`config.mk`:
```
export PLATFORM = sky130hd
export DESIGN_NAME = adc_serial_controller_flat
export DESIGN_NICKNAME = d
export VERILOG_FILES = /design/src/adc_serial_pkg.sv /design/src/adc_serial_if.sv /design/src/adc_serial_controller.sv /design/src/flat_wrapper.sv
export VERILOG_INCLUDE_DIRS = /design/src
export SDC_FILE = /design/constraint.sdc
export NUM_CORES = 1
export LEC_CHECK = 0
export BUFFER_PORTS_ARGS = -buffer_cell sky130_fd_sc_hd__buf_4
export CAP_MARGIN = 40
export CORE_ASPECT_RATIO = 0.9
export CORE_MARGIN = 1
export CORE_UTILIZATION = 50
export DETAILED_ROUTE_END_ITERATION = 12
export HOLD_SLACK_MARGIN = 0.15
export PLACE_DENSITY = 0.78
export SLEW_MARGIN = 20
export SYNTH_ARGS = -nofsm -noshare
export SYNTH_HDL_FRONTEND = slang
export SYNTH_SLANG_ARGS = --single-unit
```
`constraint.sdc`:
```
create_clock -name mclk -period 3.58 [get_ports mclk]
set_clock_uncertainty 0.05 [all_clocks]
set_input_delay 0.895 -clock mclk [delete_from_list [all_inputs] [get_ports mclk]]
set_output_delay 0.895 -clock mclk [all_outputs]
set_load 0.02 [all_outputs]
```
`src/adc_serial_regs.svh`:
```
`ifndef ADC_SERIAL_REGS_SVH
`define ADC_SERIAL_REGS_SVH
// ----------------------------------------
// converter register map (serial address)
// ----------------------------------------
`define ADR_SOFT_RESET_AND_READBACK_CTRL 8'h00
`define ADR_SAMPLE_RATE_RANGE_CTRL       8'h20
`define ADR_POWER_DOWN_CTRL              8'h3f
`define ADR_OUTPUT_STANDARD_CTRL         8'h41
`define ADR_OUTPUT_CLOCK_POSITION_CTRL   8'h44
`define ADR_SAMPLE_ENCODING_CTRL         8'h50
`define ADR_USER_PATTERN_LOW             8'h51
`define ADR_USER_PATTERN_HIGH            8'h52
`define ADR_OFFSET_LOOP_ENABLE_CTRL      8'h53
`define ADR_GAIN_AND_OFFSET_LOOP_SPEED   8'h55
`define ADR_TEST_SEQUENCE_CTRL           8'h62
`define ADR_OFFSET_PEDESTAL_VALUE        8'h63
`define REG_COUNT                        12
`define REG_DEFAULT                      8'h00
`define SOFT_RESET_BIT                   7
`define READBACK_SEL_BIT                 0
`define WORD_BITS                        16
`define ADDR_BITS                        8
// ----------------------------------------
// controller registers (apb byte offsets)
// ----------------------------------------
`define CTL_CMD_OFS                      8'h00
`define CTL_STATUS_OFS                   8'h04
`define CTL_RDATA_OFS                    8'h08
`define CTL_HWRST_OFS                    8'h0c
`define CTL_STATUS_BUSY_BIT              0
// ----------------------------------------
// timing
// ----------------------------------------
`define MCLK_NS                          40
`define RST_PULSE_MIN_NS                 10
`define RST_PULSE_MAX_NS                 1000
`define SEN_DELAY_MIN_NS                 100
`define RST_PULSE_MIN_CYC  ((`RST_PULSE_MIN_NS + `MCLK_NS - 1) / `MCLK_NS)
`define RST_PULSE_MAX_CYC  (`RST_PULSE_MAX_NS / `MCLK_NS)
`define RST_PULSE_CYC      ((`RST_PULSE_MIN_CYC + `RST_PULSE_MAX_CYC) / 2)
`define SEN_DELAY_CYC      ((`SEN_DELAY_MIN_NS + `MCLK_NS - 1) / `MCLK_NS)
`define SCLK_HALF_CYC                    4
`endif

```
`src/adc_serial_pkg.sv`:
```
package adc_serial_pkg;
   typedef logic [7:0] reg_byte_t;
   typedef enum logic [2:0] {
      IDLE, RST_PULSE, RST_WAIT, SETUP, CLK_HIGH, CLK_LOW, HOLD
   } ctl_state_e;
endpackage : adc_serial_pkg

```
`src/adc_serial_if.sv`:
```
interface adc_serial_if;
   logic serial_select_low;          // select, active low
   logic shiftClk;                   // shift clock
   logic serial_input_line;          // serial data into device
   logic overrange_or_readback_out;  // overrange or readback data
   logic hwResetPin;                 // hardware reset, active high

   modport device (
      input  serial_select_low,
      input  shiftClk,
      input  serial_input_line,
      input  hwResetPin,
      output overrange_or_readback_out
   );
   modport controller (
      output serial_select_low,
      output shiftClk,
      output serial_input_line,
      output hwResetPin,
      input  overrange_or_readback_out
   );
endinterface : adc_serial_if

```
`src/adc_serial_controller.sv`:
```
`include "adc_serial_regs.svh"
module adc_serial_controller #(
   parameter int SCLK_HALF = `SCLK_HALF_CYC  // mclk cycles per clock half
) (
   input  wire logic        mclk,      // system clock
   input  wire logic        reset,     // async reset, active high
   input  wire logic        psel,      // apb select
   input  wire logic        penable,   // apb enable
   input  wire logic        pwrite,    // apb direction
   input  wire logic [31:0] paddr,     // apb address
   input  wire logic [31:0] pwdata,    // apb write data
   output logic      [31:0] prdata,    // apb read data
   output logic             pready,    // apb ready
   output logic             pslverr,   // apb error
   adc_serial_if.controller link       // serial port pins
);
   if (SCLK_HALF < 4 || SCLK_HALF > 255) begin : g_bad_half
      $error("SCLK_HALF must lie in 4..255");
   end

   // ----------------------------------------
   // readback pin synchroniser
   // ----------------------------------------
   logic rbS1_r, rbS2_r;

   always_ff @(posedge mclk or posedge reset) begin
      if (reset) begin
         rbS1_r <= 1'b0;
         rbS2_r <= 1'b0;
      end else begin
         rbS1_r <= link.overrange_or_readback_out;
         rbS2_r <= rbS1_r;
      end
   end

   // ----------------------------------------
   // apb slave and sequencer
   // ----------------------------------------
   adc_serial_pkg::ctl_state_e state_r, state_nxt;
   logic [7:0]  cnt_r, cnt_nxt;
   logic [3:0]  bitIdx_r, bitIdx_nxt;
   logic [15:0] cmd_r, cmd_nxt;
   logic [7:0]  rx_r, rx_nxt;
   logic [7:0]  rdata_r, rdata_nxt;
   logic        sel_r, sel_nxt, sclk_r, sclk_nxt, sdo_r, sdo_nxt, hw_r, hw_nxt;
   logic [31:0] prdata_r, prdata_nxt;
   logic        pready_r, pready_nxt, perr_r, perr_nxt;
   logic        wrEn, busy;
   logic [7:0]  ofs;
   logic [7:0]  halfEnd;

   assign ofs     = paddr[7:0];
   assign busy    = (state_r != adc_serial_pkg::IDLE);
   assign wrEn    = psel & penable & pready_r & pwrite;
   assign halfEnd = 8'(SCLK_HALF - 1);

   // next state of bus answer and serial sequencer
   always_comb begin
      state_nxt  = state_r;
      cnt_nxt    = cnt_r + 8'h01;
      bitIdx_nxt = bitIdx_r;
      cmd_nxt    = cmd_r;
      rx_nxt     = rx_r;
      rdata_nxt  = rdata_r;
      sel_nxt    = sel_r;
      sclk_nxt   = sclk_r;
      sdo_nxt    = sdo_r;
      hw_nxt     = hw_r;
      prdata_nxt = 32'h0;
      pready_nxt = psel & ~penable;
      perr_nxt   = 1'b0;
      // setup cycle: prepare one-cycle access answer
      if (psel && !penable) begin
         unique case (ofs)
            `CTL_CMD_OFS:    prdata_nxt = {16'h0, cmd_r};
            `CTL_STATUS_OFS: prdata_nxt = {31'h0, busy};
            `CTL_RDATA_OFS:  prdata_nxt = {24'h0, rdata_r};
            `CTL_HWRST_OFS:  prdata_nxt = {31'h0, hw_r};
            default:         perr_nxt   = 1'b1;
         endcase
      end
      unique case (state_r)
         adc_serial_pkg::IDLE: begin
            cnt_nxt = 8'h00;
            if (wrEn && ofs == `CTL_CMD_OFS) begin
               cmd_nxt    = pwdata[15:0];
               state_nxt  = adc_serial_pkg::SETUP;
               sel_nxt    = 1'b0;
               sdo_nxt    = pwdata[15];
               bitIdx_nxt = 4'h0;
            end else if (wrEn && ofs == `CTL_HWRST_OFS && pwdata[0]) begin
               state_nxt = adc_serial_pkg::RST_PULSE;
               hw_nxt    = 1'b1;
            end
         end
         adc_serial_pkg::RST_PULSE: begin
            if (cnt_r == 8'(`RST_PULSE_CYC - 1)) begin
               hw_nxt    = 1'b0;
               cnt_nxt   = 8'h00;
               state_nxt = adc_serial_pkg::RST_WAIT;
            end
         end
         adc_serial_pkg::RST_WAIT: begin
            if (cnt_r == 8'(`SEN_DELAY_CYC - 1)) begin
               state_nxt = adc_serial_pkg::IDLE;
            end
         end
         adc_serial_pkg::SETUP, adc_serial_pkg::CLK_HIGH: begin
            if (cnt_r == halfEnd) begin
               sclk_nxt  = 1'b0;
               rx_nxt    = {rx_r[6:0], rbS2_r};
               cnt_nxt   = 8'h00;
               state_nxt = adc_serial_pkg::CLK_LOW;
            end
         end
         adc_serial_pkg::CLK_LOW: begin
            if (cnt_r == halfEnd) begin
               sclk_nxt = 1'b1;
               cnt_nxt  = 8'h00;
               if (bitIdx_r == 4'hf) begin
                  state_nxt = adc_serial_pkg::HOLD;
               end else begin
                  bitIdx_nxt = bitIdx_r + 4'h1;
                  sdo_nxt    = cmd_r[4'hf - bitIdx_nxt];
                  state_nxt  = adc_serial_pkg::CLK_HIGH;
               end
            end
         end
         adc_serial_pkg::HOLD: begin
            if (cnt_r == halfEnd) begin
               sel_nxt   = 1'b1;
               rdata_nxt = rx_r;
               state_nxt = adc_serial_pkg::IDLE;
            end
         end
      endcase
   end

   // register sequencer and bus answer
   always_ff @(posedge mclk or posedge reset) begin
      if (reset) begin
         state_r  <= adc_serial_pkg::IDLE;
         cnt_r    <= 8'h00;
         bitIdx_r <= 4'h0;
         cmd_r    <= 16'h0000;
         rx_r     <= 8'h00;
         rdata_r  <= 8'h00;
         sel_r    <= 1'b1;
         sclk_r   <= 1'b1;
         sdo_r    <= 1'b0;
         hw_r     <= 1'b0;
         prdata_r <= 32'h0;
         pready_r <= 1'b0;
         perr_r   <= 1'b0;
      end else begin
         state_r  <= state_nxt;
         cnt_r    <= cnt_nxt;
         bitIdx_r <= bitIdx_nxt;
         cmd_r    <= cmd_nxt;
         rx_r     <= rx_nxt;
         rdata_r  <= rdata_nxt;
         sel_r    <= sel_nxt;
         sclk_r   <= sclk_nxt;
         sdo_r    <= sdo_nxt;
         hw_r     <= hw_nxt;
         prdata_r <= prdata_nxt;
         pready_r <= pready_nxt;
         perr_r   <= perr_nxt;
      end
   end

   assign prdata                 = prdata_r;
   assign pready                 = pready_r;
   assign pslverr                = perr_r;
   assign link.serial_select_low = sel_r;
   assign link.shiftClk          = sclk_r;
   assign link.serial_input_line = sdo_r;
   assign link.hwResetPin        = hw_r;
endmodule : adc_serial_controller

```
`src/flat_wrapper.sv`:
```
// flat-port wrapper written by rule: the top's interface ports become plain ports
module adc_serial_controller_flat 
#(
   parameter int SCLK_HALF = `SCLK_HALF_CYC                               
)
  (mclk, reset, psel, penable, pwrite, paddr, pwdata, prdata, pready, pslverr, link_serial_select_low, link_shiftClk, link_serial_input_line, link_hwResetPin, link_overrange_or_readback_out);
  adc_serial_if link_i ();
  input  wire logic mclk;
  input  wire logic reset;
  input  wire logic psel;
  input  wire logic penable;
  input  wire logic pwrite;
  input  wire logic [31:0] paddr;
  input  wire logic [31:0] pwdata;
  output logic      [31:0] prdata;
  output logic pready;
  output logic pslverr;
  output wire logic [$bits(link_i.serial_select_low)-1:0] link_serial_select_low;
  output wire logic [$bits(link_i.shiftClk)-1:0] link_shiftClk;
  output wire logic [$bits(link_i.serial_input_line)-1:0] link_serial_input_line;
  output wire logic [$bits(link_i.hwResetPin)-1:0] link_hwResetPin;
  input wire logic [$bits(link_i.overrange_or_readback_out)-1:0] link_overrange_or_readback_out;
  assign link_serial_select_low = link_i.serial_select_low;
  assign link_shiftClk = link_i.shiftClk;
  assign link_serial_input_line = link_i.serial_input_line;
  assign link_hwResetPin = link_i.hwResetPin;
  assign link_i.overrange_or_readback_out = link_overrange_or_readback_out;
  adc_serial_controller #(.SCLK_HALF(SCLK_HALF)) u_core (.mclk(mclk), .reset(reset), .psel(psel), .penable(penable), .pwrite(pwrite), .paddr(paddr), .pwdata(pwdata), .prdata(prdata), .pready(pready), .pslverr(pslverr), .link(link_i));
endmodule
```
==> impl_summary.md <==
Run status
The flow ran to the end, and the final reports show no timing, DRC or antenna violations.

Setup path
The critical path contains buffers and inverters numbering 0 combined. The reg2reg setup slack is 1.04 ns. The kind of critical path is flop to flop. The largest single stage delay on the critical path is 0.59 ns.

Walking the worst path, the cells encountered are ha_1, mux4_2, nor2b_4, a2111oi_2, a31oi_1, a32oi_1, a21oi_1. The worst setup path is captured at a flop. Measured in cells, the most critical reg-to-reg path has a length of 7. The maximum net fanout on the critical path is 16. The startpoint identified for the worst register-to-register timing path is u_core.bitIdx_r[0]. The data arrival time of the worst path is 2.71 ns. At the worst endpoint, the required time is 3.74 ns. STA classifies the critical path startpoint as a flop. The top cell family by delay on the critical path is compound AO/OA/AOI/OAI gates. The endpoint identified for the worst register-to-register timing path is u_core.link.serial_input_line. The slowest stage of the critical path is the dfrtp_1 cell.

Layout
The repair_antennas step left the layout with diodes totalling 0. The post-route netlist has 31.3% of its cells at a drive strength greater than 1. Counting the fill cells in the layout gives 570.

The number of nets in the layout is approximately 420. The relative area change from synthesis to final layout is 15.4%.

Timing
Setup repair after global routing left no endpoint under its margin. Based on the critical path, the design can be clocked at up to 0.393 GHz. Adding up every negative setup slack in the final design gives 0 ns. Measured against its own limit, the worst slew margin works out to 48.5%. The number of pins with negative max-slew slack in the final report is 0. The number of hold-slack violations in the final timing report is 0. Subtracting the final worst setup slack from the clock period gives 2.54 ns.

The final hold slack is ~0.30 ns. Setup violations remaining at the end of the flow were counted as 0. The final period utilization is 71.0%. Across all setup checks in the final design, the least slack found is 1.04 ns. At the pin with the least slew margin, the transition time is 0.767 ns.

Clocking
The CTS buffer count is 9. The cell chosen for the clock root is clkbuf_8. The total setup buffers inserted after CTS is 0. The TritonCTS sink count is 71. The post-cts gate resize count is 0.

The TritonCTS clock tree is done. The depth of the CTS H-tree is 3. The clock latency reported for the late side of the worst-skew pair is 0.34 ns. The number of buffers added to fix hold violations after cts is 0.

The buffer depth of the longest clock path is 2. After clock tree synthesis, the clock-pin slew on the worst setup and hold paths is 0.07 ns.

Global routing
Entering global routing, the biggest net connects 45 pins. After global routing the overflow that remains totals 0. The first-pass GRT wire length is about 11,000 um. The number of global-route vias before repair was roughly 2,200.

In the global route stage, overall resource usage came out at 20.2%. The initial antenna violation count is 0.

Logic synthesis
The top cell type by area accounts for between 50 and 60% of the synthesized area. Yosys instantiated no cell more often than dfrtp_1. By count the netlist is led by dfrtp_1, mux2_2, nor2_1. Sequential cells were found to cover 51.8% of the synthesized design area. The cell taking the most area after synthesis is dfrtp_1.

The number of standard cells after synthesis is 298. After synthesis, the cell types taking the most area are dfrtp_1, mux2_2, buf_4. The top flip-flop cell by instance count after synthesis is dfrtp_1. Counting flops with a built-in enable in the synthesized netlist gives 0. Yosys mapped the design onto 51 distinct sky130hd cell types.

The count of warnings emitted by yosys is 0. The mean instance size in the synthesized netlist is 11.5 um2. After synthesis the cells add up to 3440 um2.

In the synthesized netlist the async set-or-reset flop fraction comes to 100%. Synthesis inferred just over 70 register bits.

Detailed routing
In the routed layout, each cell is associated on average with a via count of ~5.2. Across all layers, the routed design uses roughly 2,300 vias. The first TritonRoute pass finished after 4 iterations. The antenna violation net count after detailed routing is 0. In the routed design, unresolved DRC markers number 0.

Dividing the detail-routed wire length by the instance count gives between 10 and 15 um. The overall routed net length is about 6400 um. The number of design-rule violations left by the first detailed-router iteration is 119.

Power
The worst voltage drop across the vdd grid is 0.389 mV. Power spread over the standard cell area amounts to 504 nW/um2. The leakage power summed over all cells is 0.00200 uW.

Hold path
Along the worst hold path, the cell count comes to 0. The path with the worst hold slack has its endpoint at u_core.rbS2_r. The kind of path behind the tightest hold check is flop to flop. The worst min-delay path startpoint is u_core.rbS1_r.

Floorplanning
The core region is 6620 um2. The overall die area is 7210 um2. In this run the horizontal extent of the chip is 89.4 um. The count of boundary I/O pins is about 110. Row generation in the floorplan step produced 28 rows.

The vertical die dimension is 80.6 um. The initial utilization of the core area, before any placement, comes to 51.9%.

Placement
Timing analysis after detailed placement gives a worst setup slack of 0.808 ns. The number of input and output port buffers inserted is between 50 and 60. The routability-driven placement congestion ratio is 0.821. The HPWL after detailed placement is 4540 um.

Flow run
The number of maximum-capacitance constraint violations is 0.
worst register-to-register path: cells and delay by family (launching register included):
kind	cells	cell delay, ns
compound gates	4	0.74
flops	1	0.59
fa+ha+maj	1	0.53
mux	1	0.36
simple gates	1	0.15
per-layer routing:
layer	up-vias	global-route usage, %	share of wire, %
met2	73	31.1	49
met1	1122	27.2	44
met3	4	6.37	6.8
li1	1110	-	-
met4	0	6.35	0.65
met5	-	0	0
power breakdown:
group	switching, uW	total (uW)	internal, uW
Clock	279	528	248
Sequential	127	999	871
Combinational	259	473	214
Total	665	2000	1330
metrics by stage:
step                instances  utilization [%]  power (uW)  instance area (um2)
finish                    442             59.9        2000                 3970
global route              442             59.9        2130                 3970
CTS                       442             59.9        2020                 3970
detailed placement        426             57.5        1480                 3810
global placement          426             57.5        1460                 3810
floorplan                 313                -        1380                 3490
final cells by class:
type / count / area [um2] / share of cell area (%)
Clock buffer: 12 / 135 / 3.41
Clock inverter: 4 / 22.5 / 0.568
Inverter: 5 / 18.8 / 0.473
Multi-Input combinational cell: 206 / 1490 / 37.6
Sequential cell: 71 / 1780 / 44.9
Tap cell: 90 / 113 / 2.84
Timing Repair Buffer: 54 / 405 / 10.2
logic make-up after synthesis:
family	Yosys count	share of synthesized area [%]
compound gates	40	7.79
xor+xnor	9	2.29
fa+ha+maj	4	1.46
buf+inv	36	6.45
flops	71	51.8
mux	45	15.5
other cells	1	0.109
simple gates	92	14.6
state kept, by name (all words and copies together), names as in the netlist:
register,cells
u_core.bitIdx_r,4
u_core.cmd_r,16
u_core.cnt_r,8
u_core.link.hwResetPin,1
u_core.link.serial_input_line,1
u_core.link.serial_select_low,1
u_core.link.shiftClk,1
u_core.prdata,16
u_core.pready,1
u_core.pslverr,1
u_core.rbS1_r,1
u_core.rbS2_r,1
u_core.rdata_r,8
u_core.rx_r,8
u_core.state_r,3
cell usage in the layout, fill, tap and decap left out, drive strengths merged, types with 3 or more instances in the layout:
cell type / netlist / final
ha: 4 / 4
and3: 3 / 3
conb: 1 / 16
clkinv: 0 / 3
a31oi: 4 / 4
nand2: 20 / 20
and2: 10 / 10
mux4: 3 / 3
inv: 5 / 5
a21oi: 6 / 6
nand3: 9 / 9
nor2b: 7 / 7
mux2i: 10 / 10
xor2: 7 / 7
nor2: 23 / 23
nor3: 3 / 3
buf: 24 / 54
dfrtp: 69 / 69
mux2: 32 / 32
clkbuf: 7 / 12
o21ai: 14 / 14
nand4: 5 / 5
how the worst max path moves through the flow:
stage	from	to	slack (ns)	depth (start not counted)
final	u_core.bitIdx_r[0]	u_core.link.serial_input_line	1.04	7
after global routing	u_core.bitIdx_r[0]	u_core.link.serial_input_line	0.85	7
after CTS	u_core.bitIdx_r[0]	u_core.link.serial_input_line	1.04	7
after detailed placement	paddr[5]	u_core.prdata[11]	0.81	6
after global placement	paddr[5]	u_core.cmd_r[8]	0.81	6
after floorplan	reset	u_core.bitIdx_r[0]	0.84	1
Note: power is estimated with default switching activity, not from simulation.
